File: src/pps_pkg.sv
/*
  package for the port parameter-storage / fail-safe block: selector encodings,
  widths and fixed values.
  assumes: single clock domain, no register bus.
*/
package pps_pkg;

  // parameter storage selector
  typedef enum logic [2:0] {
    PPS_DS_DISABLED,
    PPS_DS_DOWNLOAD,
    PPS_DS_UPLOAD,
    PPS_DS_BOTH,
    PPS_DS_CLEARED
  } pps_ds_mode_t;

  // device validation selector
  typedef enum logic [1:0] {
    PPS_VAL_NONE,
    PPS_VAL_COMPAT,
    PPS_VAL_IDENT
  } pps_val_mode_t;

  // fail-safe selector
  typedef enum logic [2:0] {
    PPS_FS_LOW,
    PPS_FS_HIGH,
    PPS_FS_HOLD,
    PPS_FS_REPL,
    PPS_FS_MCMD
  } pps_fs_mode_t;

  // storage decision
  typedef enum logic [1:0] {
    PPS_ACT_NONE,
    PPS_ACT_UPLOAD,
    PPS_ACT_DOWNLOAD
  } pps_act_t;

  // port operating states
  typedef enum logic [1:0] {
    PPS_PORT_OTHER,
    PPS_PORT_COM
  } pps_port_t;

  // store-and-upload command coordinates
  localparam logic [15:0] PPS_CMD_INDEX = 16'h0002;
  localparam logic [7:0] PPS_CMD_SUBINDEX = 8'h00;
  localparam logic [7:0] PPS_CMD_VALUE = 8'h05;

  // identity and serial sizes
  localparam int PPS_ID_BYTES = 2;
  localparam int PPS_SERIAL_CHARS = 16;
  localparam int PPS_SC_BYTES = 4;
  localparam int PPS_PORTS = 8;

  // arbitrary neutral identity defaults
  localparam logic [15:0] PPS_DEF_VENDOR = 16'h1234;
  localparam logic [15:0] PPS_DEF_DEVICE = 16'h5678;

endpackage

File: src/pps_bit_map.sv
/*
  status/control bit mapper: reorders per-port channel bits into the cyclic
  image, interleaved or grouped.
  assumes: purely combinational, driven from the top on the same clock.
*/
`timescale 1ns/1ps
`default_nettype none
module pps_bit_map #(
  parameter int PORTS = 8
) (
  input wire logic grouped_i,
  input wire logic [PORTS-1:0] ch_a_i,
  input wire logic [PORTS-1:0] ch_b_i,
  output logic [2*PORTS-1:0] image_o
);

  // --------------------------------------------------------------
  // mapping
  // --------------------------------------------------------------
  // interleaved: a0 b0 a1 b1 ...; grouped: a0..an then b0..bn
  always_comb begin
    image_o = '0;
    for (int p = 0; p < PORTS; p++) begin
      if (grouped_i) begin
        image_o[p] = ch_a_i[p];
        image_o[PORTS+p] = ch_b_i[p];
      end else begin
        image_o[2*p] = ch_a_i[p];
        image_o[2*p+1] = ch_b_i[p];
      end
    end
  end

endmodule
`default_nettype wire

File: src/pps_port_ctrl.sv
/*
  per-port control of an IO-Link master port: parameter storage decision,
  identity validation, fail-safe output selection, and the cyclic status/control
  image with two bit-mapping modes.
  assumes: configuration and cyclic data come from the fieldbus side, device
  facts come from the IO-Link stack; all on mclk_i.
*/
// What this block does
// - upload-only mode with no valid stored set: upload on connection.
// - store-and-upload command sets device upload flag; master then uploads and overwrites.
// - combined mode keeps uploaded data in non-volatile storage.
// - combined mode compares on connect; download on difference unless device locked.
// - upload if own data invalid and device valid, or upload flag set.
// - clearing mode disables storage and erases the stored set.
// - validation off: start communication without identity checks.
// - compatible validation: vendor and device codes must match to start.
// - identical validation additionally requires the serial number to match.
// - configured vendor and device codes are two bytes, high byte first.
// - configured serial number is a string of at most 16 characters.
// - fail-safe substitution only for COM ports carrying output data.
// - fail-safe low sends all zeros (default); high sends all ones.
// - hold-last keeps sending the last valid controller output cyclically.
// - replacement sends a configured value, most significant part first.
// - master-command choice flags output data invalid to the device.
// - status/control image is 4 bytes in and 4 bytes out.
// - interleaved mapping alternates channel bits per port, ascending.
// - grouped mapping lists all first-channel bits then all second-channel bits.
// - status/control settings not about COM ports are always accepted.
// - download-only mode compares and downloads on difference unless locked.
// - storage defaults to disabled; disabling keeps stored data.
`timescale 1ns/1ps
`default_nettype none
module pps_port_ctrl #(
  parameter int PD_BYTES = 32,
  parameter int PORTS = pps_pkg::PPS_PORTS
) (
  input wire logic mclk_i,
  input wire logic nrst_i,
  // configuration
  input wire logic [2:0] cfg_ds_mode_i,
  input wire logic [1:0] cfg_val_mode_i,
  input wire logic [2:0] cfg_fs_mode_i,
  input wire logic cfg_com_mode_i,
  input wire logic cfg_grouped_i,
  input wire logic [7:0] cfg_vendor_hi_i,
  input wire logic [7:0] cfg_vendor_lo_i,
  input wire logic [7:0] cfg_devid_hi_i,
  input wire logic [7:0] cfg_devid_lo_i,
  input wire logic [8*pps_pkg::PPS_SERIAL_CHARS-1:0] cfg_serial_i,
  input wire logic [8*PD_BYTES-1:0] cfg_repl_i,
  input wire logic cfg_load_i,
  // device facts
  input wire logic dev_connect_i,
  input wire logic [15:0] dev_vendor_i,
  input wire logic [15:0] dev_devid_i,
  input wire logic [8*pps_pkg::PPS_SERIAL_CHARS-1:0] dev_serial_i,
  input wire logic dev_valid_i,
  input wire logic dev_upload_request_flag_i,
  input wire logic dev_locked_i,
  input wire logic dev_data_differs_i,
  input wire logic ds_done_i,
  // acyclic write seen on the port
  input wire logic acyc_wr_i,
  input wire logic [15:0] acyc_index_i,
  input wire logic [7:0] acyc_subindex_i,
  input wire logic [7:0] acyc_value_i,
  // cyclic data from controller
  input wire logic ctl_valid_i,
  input wire logic [8*PD_BYTES-1:0] ctl_pd_out_i,
  input wire logic [8*pps_pkg::PPS_SC_BYTES-1:0] ctl_sc_out_i,
  input wire logic [PORTS-1:0] pin_ch_a_i,
  input wire logic [PORTS-1:0] pin_ch_b_i,
  input wire logic [15:0] master_status_i,
  // results
  output logic ds_upload_o,
  output logic ds_download_o,
  output logic store_valid_o,
  output logic store_nv_o,
  output logic pd_start_o,
  output logic val_fail_o,
  output logic [8*PD_BYTES-1:0] pd_out_o,
  output logic pd_out_invalid_o,
  output logic [8*pps_pkg::PPS_SC_BYTES-1:0] sc_in_o,
  output logic [PORTS-1:0] do_ch_a_o,
  output logic [PORTS-1:0] do_ch_b_o
);

  localparam int PDW = 8 * PD_BYTES;
  localparam int SCW = 8 * pps_pkg::PPS_SC_BYTES;

  // refuse sizes the image and data path cannot serve
  if (PD_BYTES < 1 || PD_BYTES > 32 || 2 * PORTS > SCW / 2) begin : g_bad_size
    $error("pps_port_ctrl size parameters out of range");
  end

  // --------------------------------------------------------------
  // input synchronisers for pins
  // --------------------------------------------------------------
  logic [PORTS-1:0] pa_s1_reg, pa_s2_reg, pb_s1_reg, pb_s2_reg;
  always_ff @(posedge mclk_i or negedge nrst_i) begin
    if (!nrst_i) begin
      pa_s1_reg <= '0;
      pa_s2_reg <= '0;
      pb_s1_reg <= '0;
      pb_s2_reg <= '0;
    end else begin
      pa_s1_reg <= pin_ch_a_i;
      pa_s2_reg <= pa_s1_reg;
      pb_s1_reg <= pin_ch_b_i;
      pb_s2_reg <= pb_s1_reg;
    end
  end

  // --------------------------------------------------------------
  // latched configuration
  // --------------------------------------------------------------
  pps_pkg::pps_ds_mode_t ds_mode_reg, ds_mode_next;
  pps_pkg::pps_val_mode_t val_mode_reg, val_mode_next;
  pps_pkg::pps_fs_mode_t fs_mode_reg, fs_mode_next;
  logic com_reg, com_next;
  logic grouped_reg, grouped_next;
  logic [15:0] vendor_reg, vendor_next;
  logic [15:0] devid_reg, devid_next;
  logic [8*pps_pkg::PPS_SERIAL_CHARS-1:0] serial_reg, serial_next;
  logic [PDW-1:0] repl_reg, repl_next;

  // latch selectors only on a load while port is not communicating; grouped mapping follows cfg_grouped_i every cycle
  always_comb begin
    ds_mode_next = ds_mode_reg;
    val_mode_next = val_mode_reg;
    fs_mode_next = fs_mode_reg;
    com_next = com_reg;
    grouped_next = cfg_grouped_i;
    vendor_next = vendor_reg;
    devid_next = devid_reg;
    serial_next = serial_reg;
    repl_next = repl_reg;
    if (cfg_load_i && !dev_connect_i) begin
      ds_mode_next = pps_pkg::pps_ds_mode_t'(cfg_ds_mode_i);
      val_mode_next = pps_pkg::pps_val_mode_t'(cfg_val_mode_i);
      fs_mode_next = pps_pkg::pps_fs_mode_t'(cfg_fs_mode_i);
      com_next = cfg_com_mode_i;
      vendor_next = {cfg_vendor_hi_i, cfg_vendor_lo_i};
      devid_next = {cfg_devid_hi_i, cfg_devid_lo_i};
      serial_next = cfg_serial_i;
      repl_next = cfg_repl_i; // first byte is most significant
    end
  end

  always_ff @(posedge mclk_i or negedge nrst_i) begin
    if (!nrst_i) begin
      ds_mode_reg <= pps_pkg::PPS_DS_DISABLED;
      val_mode_reg <= pps_pkg::PPS_VAL_NONE;
      fs_mode_reg <= pps_pkg::PPS_FS_LOW;
      com_reg <= 1'b0;
      grouped_reg <= 1'b0;
      vendor_reg <= pps_pkg::PPS_DEF_VENDOR;
      devid_reg <= pps_pkg::PPS_DEF_DEVICE;
      serial_reg <= '0;
      repl_reg <= '0;
    end else begin
      ds_mode_reg <= ds_mode_next;
      val_mode_reg <= val_mode_next;
      fs_mode_reg <= fs_mode_next;
      com_reg <= com_next;
      grouped_reg <= grouped_next;
      vendor_reg <= vendor_next;
      devid_reg <= devid_next;
      serial_reg <= serial_next;
      repl_reg <= repl_next;
    end
  end

  // --------------------------------------------------------------
  // parameter storage
  // --------------------------------------------------------------
  logic conn_d_reg, conn_d_next;
  logic store_valid_reg, store_valid_next;
  logic store_nv_reg, store_nv_next;
  logic up_req_reg, up_req_next;
  logic ds_up_reg, ds_up_next;
  logic ds_dn_reg, ds_dn_next;
  logic connect_edge, cmd_hit, up_mode, dn_mode;

  assign connect_edge = dev_connect_i && !conn_d_reg;
  assign cmd_hit = acyc_wr_i && acyc_index_i == pps_pkg::PPS_CMD_INDEX &&
                   acyc_subindex_i == pps_pkg::PPS_CMD_SUBINDEX &&
                   acyc_value_i == pps_pkg::PPS_CMD_VALUE;
  assign up_mode = ds_mode_reg == pps_pkg::PPS_DS_UPLOAD || ds_mode_reg == pps_pkg::PPS_DS_BOTH;
  assign dn_mode = ds_mode_reg == pps_pkg::PPS_DS_DOWNLOAD || ds_mode_reg == pps_pkg::PPS_DS_BOTH;

  // decide upload or download on connect or on upload flag
  always_comb begin
    conn_d_next = dev_connect_i;
    store_valid_next = store_valid_reg;
    store_nv_next = store_nv_reg;
    up_req_next = up_req_reg;
    ds_up_next = ds_up_reg;
    ds_dn_next = ds_dn_reg;
    if (ds_done_i) begin
      if (ds_up_reg) begin
        store_valid_next = 1'b1; // overwrite stored set
        store_nv_next = ds_mode_reg == pps_pkg::PPS_DS_BOTH;
      end
      ds_up_next = 1'b0;
      ds_dn_next = 1'b0;
      up_req_next = 1'b0;
    end
    // set wins over the clear above
    if (cmd_hit && up_mode) begin
      up_req_next = 1'b1;
    end
    if (dev_connect_i && up_mode && (up_req_next || dev_upload_request_flag_i) && !ds_dn_reg) begin
      ds_up_next = 1'b1;
    end
    if (connect_edge) begin
      if (up_mode && !store_valid_reg && dev_valid_i) begin
        ds_up_next = 1'b1;
      end else if (dn_mode && store_valid_reg && !dev_upload_request_flag_i && !up_req_reg &&
                   dev_data_differs_i && !dev_locked_i) begin
        ds_dn_next = 1'b1;
      end
    end
    if (ds_mode_reg == pps_pkg::PPS_DS_CLEARED) begin
      store_valid_next = 1'b0;
      store_nv_next = 1'b0;
      ds_up_next = 1'b0;
      ds_dn_next = 1'b0;
      up_req_next = 1'b0;
    end else if (ds_mode_reg == pps_pkg::PPS_DS_DISABLED) begin
      ds_up_next = 1'b0; // stored set untouched
      ds_dn_next = 1'b0;
    end
  end

  always_ff @(posedge mclk_i or negedge nrst_i) begin
    if (!nrst_i) begin
      conn_d_reg <= 1'b0;
      store_valid_reg <= 1'b0;
      store_nv_reg <= 1'b0;
      up_req_reg <= 1'b0;
      ds_up_reg <= 1'b0;
      ds_dn_reg <= 1'b0;
    end else begin
      conn_d_reg <= conn_d_next;
      store_valid_reg <= store_valid_next;
      store_nv_reg <= store_nv_next;
      up_req_reg <= up_req_next;
      ds_up_reg <= ds_up_next;
      ds_dn_reg <= ds_dn_next;
    end
  end

  // --------------------------------------------------------------
  // identity validation
  // --------------------------------------------------------------
  logic start_reg, start_next;
  logic fail_reg, fail_next;
  logic id_ok, sn_ok, pass;

  assign id_ok = dev_vendor_i == vendor_reg && dev_devid_i == devid_reg;
  assign sn_ok = dev_serial_i == serial_reg;

  always_comb begin
    unique case (val_mode_reg)
      pps_pkg::PPS_VAL_NONE: pass = 1'b1;
      pps_pkg::PPS_VAL_COMPAT: pass = id_ok;
      pps_pkg::PPS_VAL_IDENT: pass = id_ok && sn_ok;
      default: pass = 1'b0;
    endcase
  end

  // checked once per connection, held until disconnect
  always_comb begin
    start_next = start_reg;
    fail_next = fail_reg;
    if (!dev_connect_i) begin
      start_next = 1'b0;
      fail_next = 1'b0;
    end else if (connect_edge) begin
      start_next = pass;
      fail_next = !pass;
    end
  end

  always_ff @(posedge mclk_i or negedge nrst_i) begin
    if (!nrst_i) begin
      start_reg <= 1'b0;
      fail_reg <= 1'b0;
    end else begin
      start_reg <= start_next;
      fail_reg <= fail_next;
    end
  end

  // --------------------------------------------------------------
  // fail-safe output selection
  // --------------------------------------------------------------
  logic [PDW-1:0] last_reg, last_next;
  logic [PDW-1:0] pd_reg, pd_next;
  logic pd_inv_reg, pd_inv_next;

  always_comb begin
    last_next = ctl_valid_i ? ctl_pd_out_i : last_reg;
    pd_next = ctl_pd_out_i;
    pd_inv_next = 1'b0;
    if (!com_reg) begin
      pd_next = '0; // no output data outside COM mode
    end else if (!ctl_valid_i) begin
      unique case (fs_mode_reg)
        pps_pkg::PPS_FS_LOW: pd_next = '0;
        pps_pkg::PPS_FS_HIGH: pd_next = '1;
        pps_pkg::PPS_FS_HOLD: pd_next = last_reg;
        pps_pkg::PPS_FS_REPL: pd_next = repl_reg;
        pps_pkg::PPS_FS_MCMD: begin
          pd_next = last_reg;
          pd_inv_next = 1'b1;
        end
        default: pd_next = '0;
      endcase
    end
  end

  always_ff @(posedge mclk_i or negedge nrst_i) begin
    if (!nrst_i) begin
      last_reg <= '0;
      pd_reg <= '0;
      pd_inv_reg <= 1'b0;
    end else begin
      last_reg <= last_next;
      pd_reg <= pd_next;
      pd_inv_reg <= pd_inv_next;
    end
  end

  // --------------------------------------------------------------
  // status/control image
  // --------------------------------------------------------------
  logic [2*PORTS-1:0] in_bits;
  logic [SCW-1:0] sc_reg, sc_next;
  logic [PORTS-1:0] da_reg, da_next, db_reg, db_next;

  pps_bit_map #(.PORTS(PORTS)) u_map (
    .grouped_i(grouped_reg),
    .ch_a_i(pa_s2_reg),
    .ch_b_i(pb_s2_reg),
    .image_o(in_bits)
  );

  // input image: digital bits low half, master status high half
  always_comb begin
    sc_next = '0;
    sc_next[2*PORTS-1:0] = in_bits;
    sc_next[SCW-1:SCW-16] = master_status_i;
    for (int p = 0; p < PORTS; p++) begin
      if (grouped_reg) begin
        da_next[p] = ctl_sc_out_i[p];
        db_next[p] = ctl_sc_out_i[PORTS+p];
      end else begin
        da_next[p] = ctl_sc_out_i[2*p];
        db_next[p] = ctl_sc_out_i[2*p+1];
      end
    end
  end

  always_ff @(posedge mclk_i or negedge nrst_i) begin
    if (!nrst_i) begin
      sc_reg <= '0;
      da_reg <= '0;
      db_reg <= '0;
    end else begin
      sc_reg <= sc_next;
      da_reg <= da_next;
      db_reg <= db_next;
    end
  end

  assign ds_upload_o = ds_up_reg;
  assign ds_download_o = ds_dn_reg;
  assign store_valid_o = store_valid_reg;
  assign store_nv_o = store_nv_reg;
  assign pd_start_o = start_reg;
  assign val_fail_o = fail_reg;
  assign pd_out_o = pd_reg;
  assign pd_out_invalid_o = pd_inv_reg;
  assign sc_in_o = sc_reg;
  assign do_ch_a_o = da_reg;
  assign do_ch_b_o = db_reg;

endmodule
`default_nettype wire

File: config.mk
export PLATFORM = sky130hd
export DESIGN_NAME = pps_port_ctrl
export DESIGN_NICKNAME = d
export VERILOG_FILES = /design/src/pps_pkg.sv /design/src/pps_bit_map.sv /design/src/pps_port_ctrl.sv
export SDC_FILE = /design/constraint.sdc
export NUM_CORES = 2
export LEC_CHECK = 0
export ABC_CLOCK_PERIOD_IN_PS = 2300
export BUFFER_PORTS_ARGS = -buffer_cell sky130_fd_sc_hd__buf_2
export CORE_AREA = 2 2 493 495
export DETAILED_ROUTE_END_ITERATION = 16
export DIE_AREA = 0 0 495 497
export HOLD_SLACK_MARGIN = 0.05
export PLACE_DENSITY_LB_ADDON = 0.1
export SYNTH_ARGS = -nofsm -noshare
export SYNTH_HDL_FRONTEND = slang
export SYNTH_HIERARCHICAL = 1
export SYNTH_SLANG_ARGS = --single-unit
export TNS_END_PERCENT = 1
File: constraint.sdc
create_clock -name mclk_i -period 2.3 [get_ports mclk_i]
set_input_delay 0.575 -clock mclk_i [delete_from_list [all_inputs] [get_ports mclk_i]]
set_output_delay 0.575 -clock mclk_i [all_outputs]
set_load 0.02 [all_outputs]
==> flow_metrics.env <==
export IMPL_min_delay_start="cfg_repl_i[132]"
export IMPL_routed_wl_mm=226
export IMPL_max_cap_violations=0
export IMPL_status="complete, but fails checks"
export IMPL_grt_max_degree=112
export IMPL_grt_pass1_vias=44100
export IMPL_worstMarginPinSlew_ps=630
export IMPL_nets=7273
export IMPL_fillers=25300
export IMPL_synthToLayoutAreaGrowth_pct=52.3
export IMPL_violations="setup timing"
export IMPL_dieArea_mm2=0.246
export IMPL_die_x_um=495
export IMPL_r2r_slack_ps=-10
export IMPL_cp_cell_sequence="xor2_1 -> nor2_1 -> buf_4 -> nand4_1 -> or4_4 -> nor4_2 -> buf_4 -> o211a_1"
export IMPL_cpPeakStageDelay_ps=510
export IMPL_p_comb_share_pct=23.3
export IMPL_slew_headroom_pct=58.0
export IMPL_drc_errors=0
export IMPL_syn_area_mm2=0.0464
export IMPL_r2r_end="pd_start_o"
export IMPL_synth_area_top_cells="dfrtp_1 55%, mux2_2 11%, o21ai_0 5.7%, o22a_1 4.8%, a22oi_1 4.1%"
export IMPL_multi_input_area_mm2=0.0185
export IMPL_endpoint_kind="flop"
export IMPL_hold_viol_final=0
export IMPL_ys_warn_count=6
export IMPL_required_ps=3020
export IMPL_place_hpwl_mm=164
export IMPL_start_kind="flop"
export IMPL_post_route_period_util_pct=101
export IMPL_rsz0062_at_grt="yes"
export IMPL_routed_top_layer="met5"
export IMPL_placement_rows=180
export IMPL_clockBufferDepth=3
export IMPL_fmax_mhz=433
export IMPL_postCtsSetupRepairBufs=0
export IMPL_intPower_mw=39.7
export IMPL_finalCriticalPeriod_ps=2310
export IMPL_swShare_pct=31.5
export IMPL_r2r_start="serial_reg[8]"
export IMPL_routed_via_density=4.32
export IMPL_grt_pass1_wl_mm=323
export IMPL_utilization_pct=29.4
export IMPL_slew_violations=0
export IMPL_synthDistinctLibCells=39
export IMPL_wl_met2_mm=106
export IMPL_ff2ff_path_depth=8
export IMPL_synth_edf_count=0
export IMPL_start_util_pct=19.3
export IMPL_crit_arrival_ps=3030
export IMPL_drtPass1Iterations=7
export IMPL_p_leak_nw=31.7
export IMPL_post_drt_wl_per_cell_um=23.4
export IMPL_overflow=0
export IMPL_synth_seq_cells=1027
export IMPL_powerDensity_mw_per_mm2=819
export IMPL_stdcell_area_mm2=0.0707
export IMPL_setup_viol=1
export IMPL_core_region_area_mm2=0.240
export IMPL_ys_flop_type="dfrtp_1"
export IMPL_drt_met1_wl_mm=99.8
export IMPL_slowest_stage="or4_4"
export IMPL_yosys_area_top_type_share_pct=54.7
export IMPL_cts_inserted_buffers=137
export IMPL_crit_fanout=2
export IMPL_dpl_instance_area_mm2=0.0586
export IMPL_layout_drive_gt1_share_pct=34.7
export IMPL_ios=1260
export IMPL_syn_area_per_cell_um2=10.8
export IMPL_dr_first_iter_drc_count=2305
export IMPL_ff_latch_area_mm2=0.0257
export IMPL_cts_tree="built"
export IMPL_final_common_cell="buf_2"
export IMPL_fin_ws_ps=-11.6
export IMPL_ir_drop_mv=0.491
export IMPL_final_antenna_net_count=0
export IMPL_wl_met3_mm=12.8
export IMPL_hold_depth=2
export IMPL_portBuffers=1243
export IMPL_clk_insertion_delay_late_ps=810
export IMPL_power_switching_mw=18.2
export IMPL_dieHeight_um=497
export IMPL_htreeDepth=4
export IMPL_crit_type="flop to flop"
export IMPL_ys_async_sr_fraction_pct=100
export IMPL_fin_skew_ps=79.1
export IMPL_synth_nets=5228
export IMPL_cts_sinks=1027
export IMPL_hold_path_end="repl_reg[132]"
export IMPL_synth_largest_area_cell="dfrtp_1"
export IMPL_antenna_found_initial=73
export IMPL_ys_seq_area_share_pct=55.4
export IMPL_gp_congestion=0.909
export IMPL_pwr_share_seq_pct=37.8
export IMPL_clkPwrFrac_pct=38.9
export IMPL_clkSlewWorstSetupHoldPaths_ps=60
export IMPL_grt_usage_pct=17.8
export IMPL_finalPower_mw=57.9
export IMPL_num_vias=41700
export IMPL_cts_root_buf="clkbuf_16"
export IMPL_final_cell_mix="1,241 x buf_2, 1,010 x dfrtp_1, 713 x dlygate4sd3_1, 519 x o21ai_0, 447 x mux2_2"
export IMPL_hold_class="input pin to flop"
export IMPL_syn_inst=4279
export IMPL_cpMostUsedCell="buf_4"
-- layout make-up --
cell class	count	area share [%]
antenna	38	0.135
clock buffer	203	5.64
clock inverter	46	1.05
inverter	274	1.46
multi-input combinational	2640	26.2
sequential	1027	36.4
tap	3185	5.64
timing repair buffer	2244	23.5
-- timing repair --
item | in CTS | in global routing
resized for setup | 14 | 15
endpoints found under the hold margin | 1056 | 0
hold buffers | 713 | 0
endpoints found under the setup margin | 7 | 4
pin swaps | 0 | 11
gates cloned | 0 | 0
-- critical path: cells and delay by family (launching register included) --
| family | cells | cell delay [ps] |
|---|---|---|
| AO/OA/AOI/OAI | 1 | 130 |
| AND/OR/NAND/NOR | 4 | 1200 |
| flip-flops | 1 | 390 |
| XOR/XNOR | 1 | 180 |
| buffers and inverters | 2 | 320 |
-- routing by layer --
layer	vias up	global-route usage (%)
met2	1317	29.5
met4	50	5.14
li1	19200	-
met5	-	0
met1	20800	23.1
met3	328	3.96
-- how the worst max path moves through the flow --
| stage | start | depth (start not counted) | end | slack [ps] |
|---|---|---|---|---|
| 6_report | serial_reg[8] | 8 | pd_start_o | -10 |
| 5_1_grt | serial_reg[50] | 7 | pd_start_o | -80 |
| 4_1_cts | serial_reg[106] | 6 | pd_start_o | -60 |
| 3_5_place_dp | dev_serial_i[15] | 8 | pd_start_o | -420 |
| 3_3_place_gp | dev_serial_i[15] | 8 | pd_start_o | -420 |
| 2_1_floorplan | dev_serial_i[80] | 5 | pd_start_o | 100 |
-- cell usage after synthesis, drive strengths merged, types with 58 or more instances --
master,instances
a21oi,261
a22oi,255
and2,255
clkbuf,306
dfrtp,1014
inv,274
mux2,447
nand2,272
o21ai,525
o22a,255
xnor2,61
xor2,58
-- power groups by stage --
| stage | logic (mW) | clock network (mW) | registers [mW] |
|---|---|---|---|
| after floorplan | 6.03 | 0 | 22.3 |
| after global placement | 12.6 | 0 | 22.2 |
| after detailed placement | 12.6 | 0 | 22.2 |
| after CTS | 13.8 | 23.3 | 21.9 |
| after global routing | 14.8 | 24.0 | 22.1 |
| final | 13.5 | 22.5 | 21.9 |
-- through the flow --
stage,worst slack [ps],setup TNS (ps),cells,hold WS [ps]
5_1_grt,-81.1,-81.1,9644,59.6
3_5_place_dp,-425,-1260,8657,335
2_1_floorplan,101,0,4279,279
4_1_cts,-55.2,-55.2,9619,52.2
6_report,-11.6,-11.6,9657,116
3_3_place_gp,-424,-1270,8657,332
-- cell families (layout without fill, tap and decap cells) --
family,count (synthesis),after routing,share of synthesized area [%]
and+or+nand+nor,754,754,8.66
buffers and inverters,612,2767,4.99
other,0,38,0
muxes,447,447,10.8
DFF,1027,1027,55.4
AOI/OAI and AO/OA,1320,1320,17.9
xor gates and xnor gates,119,119,2.25
No activity file was read; power rests on OpenSTA's default activity.
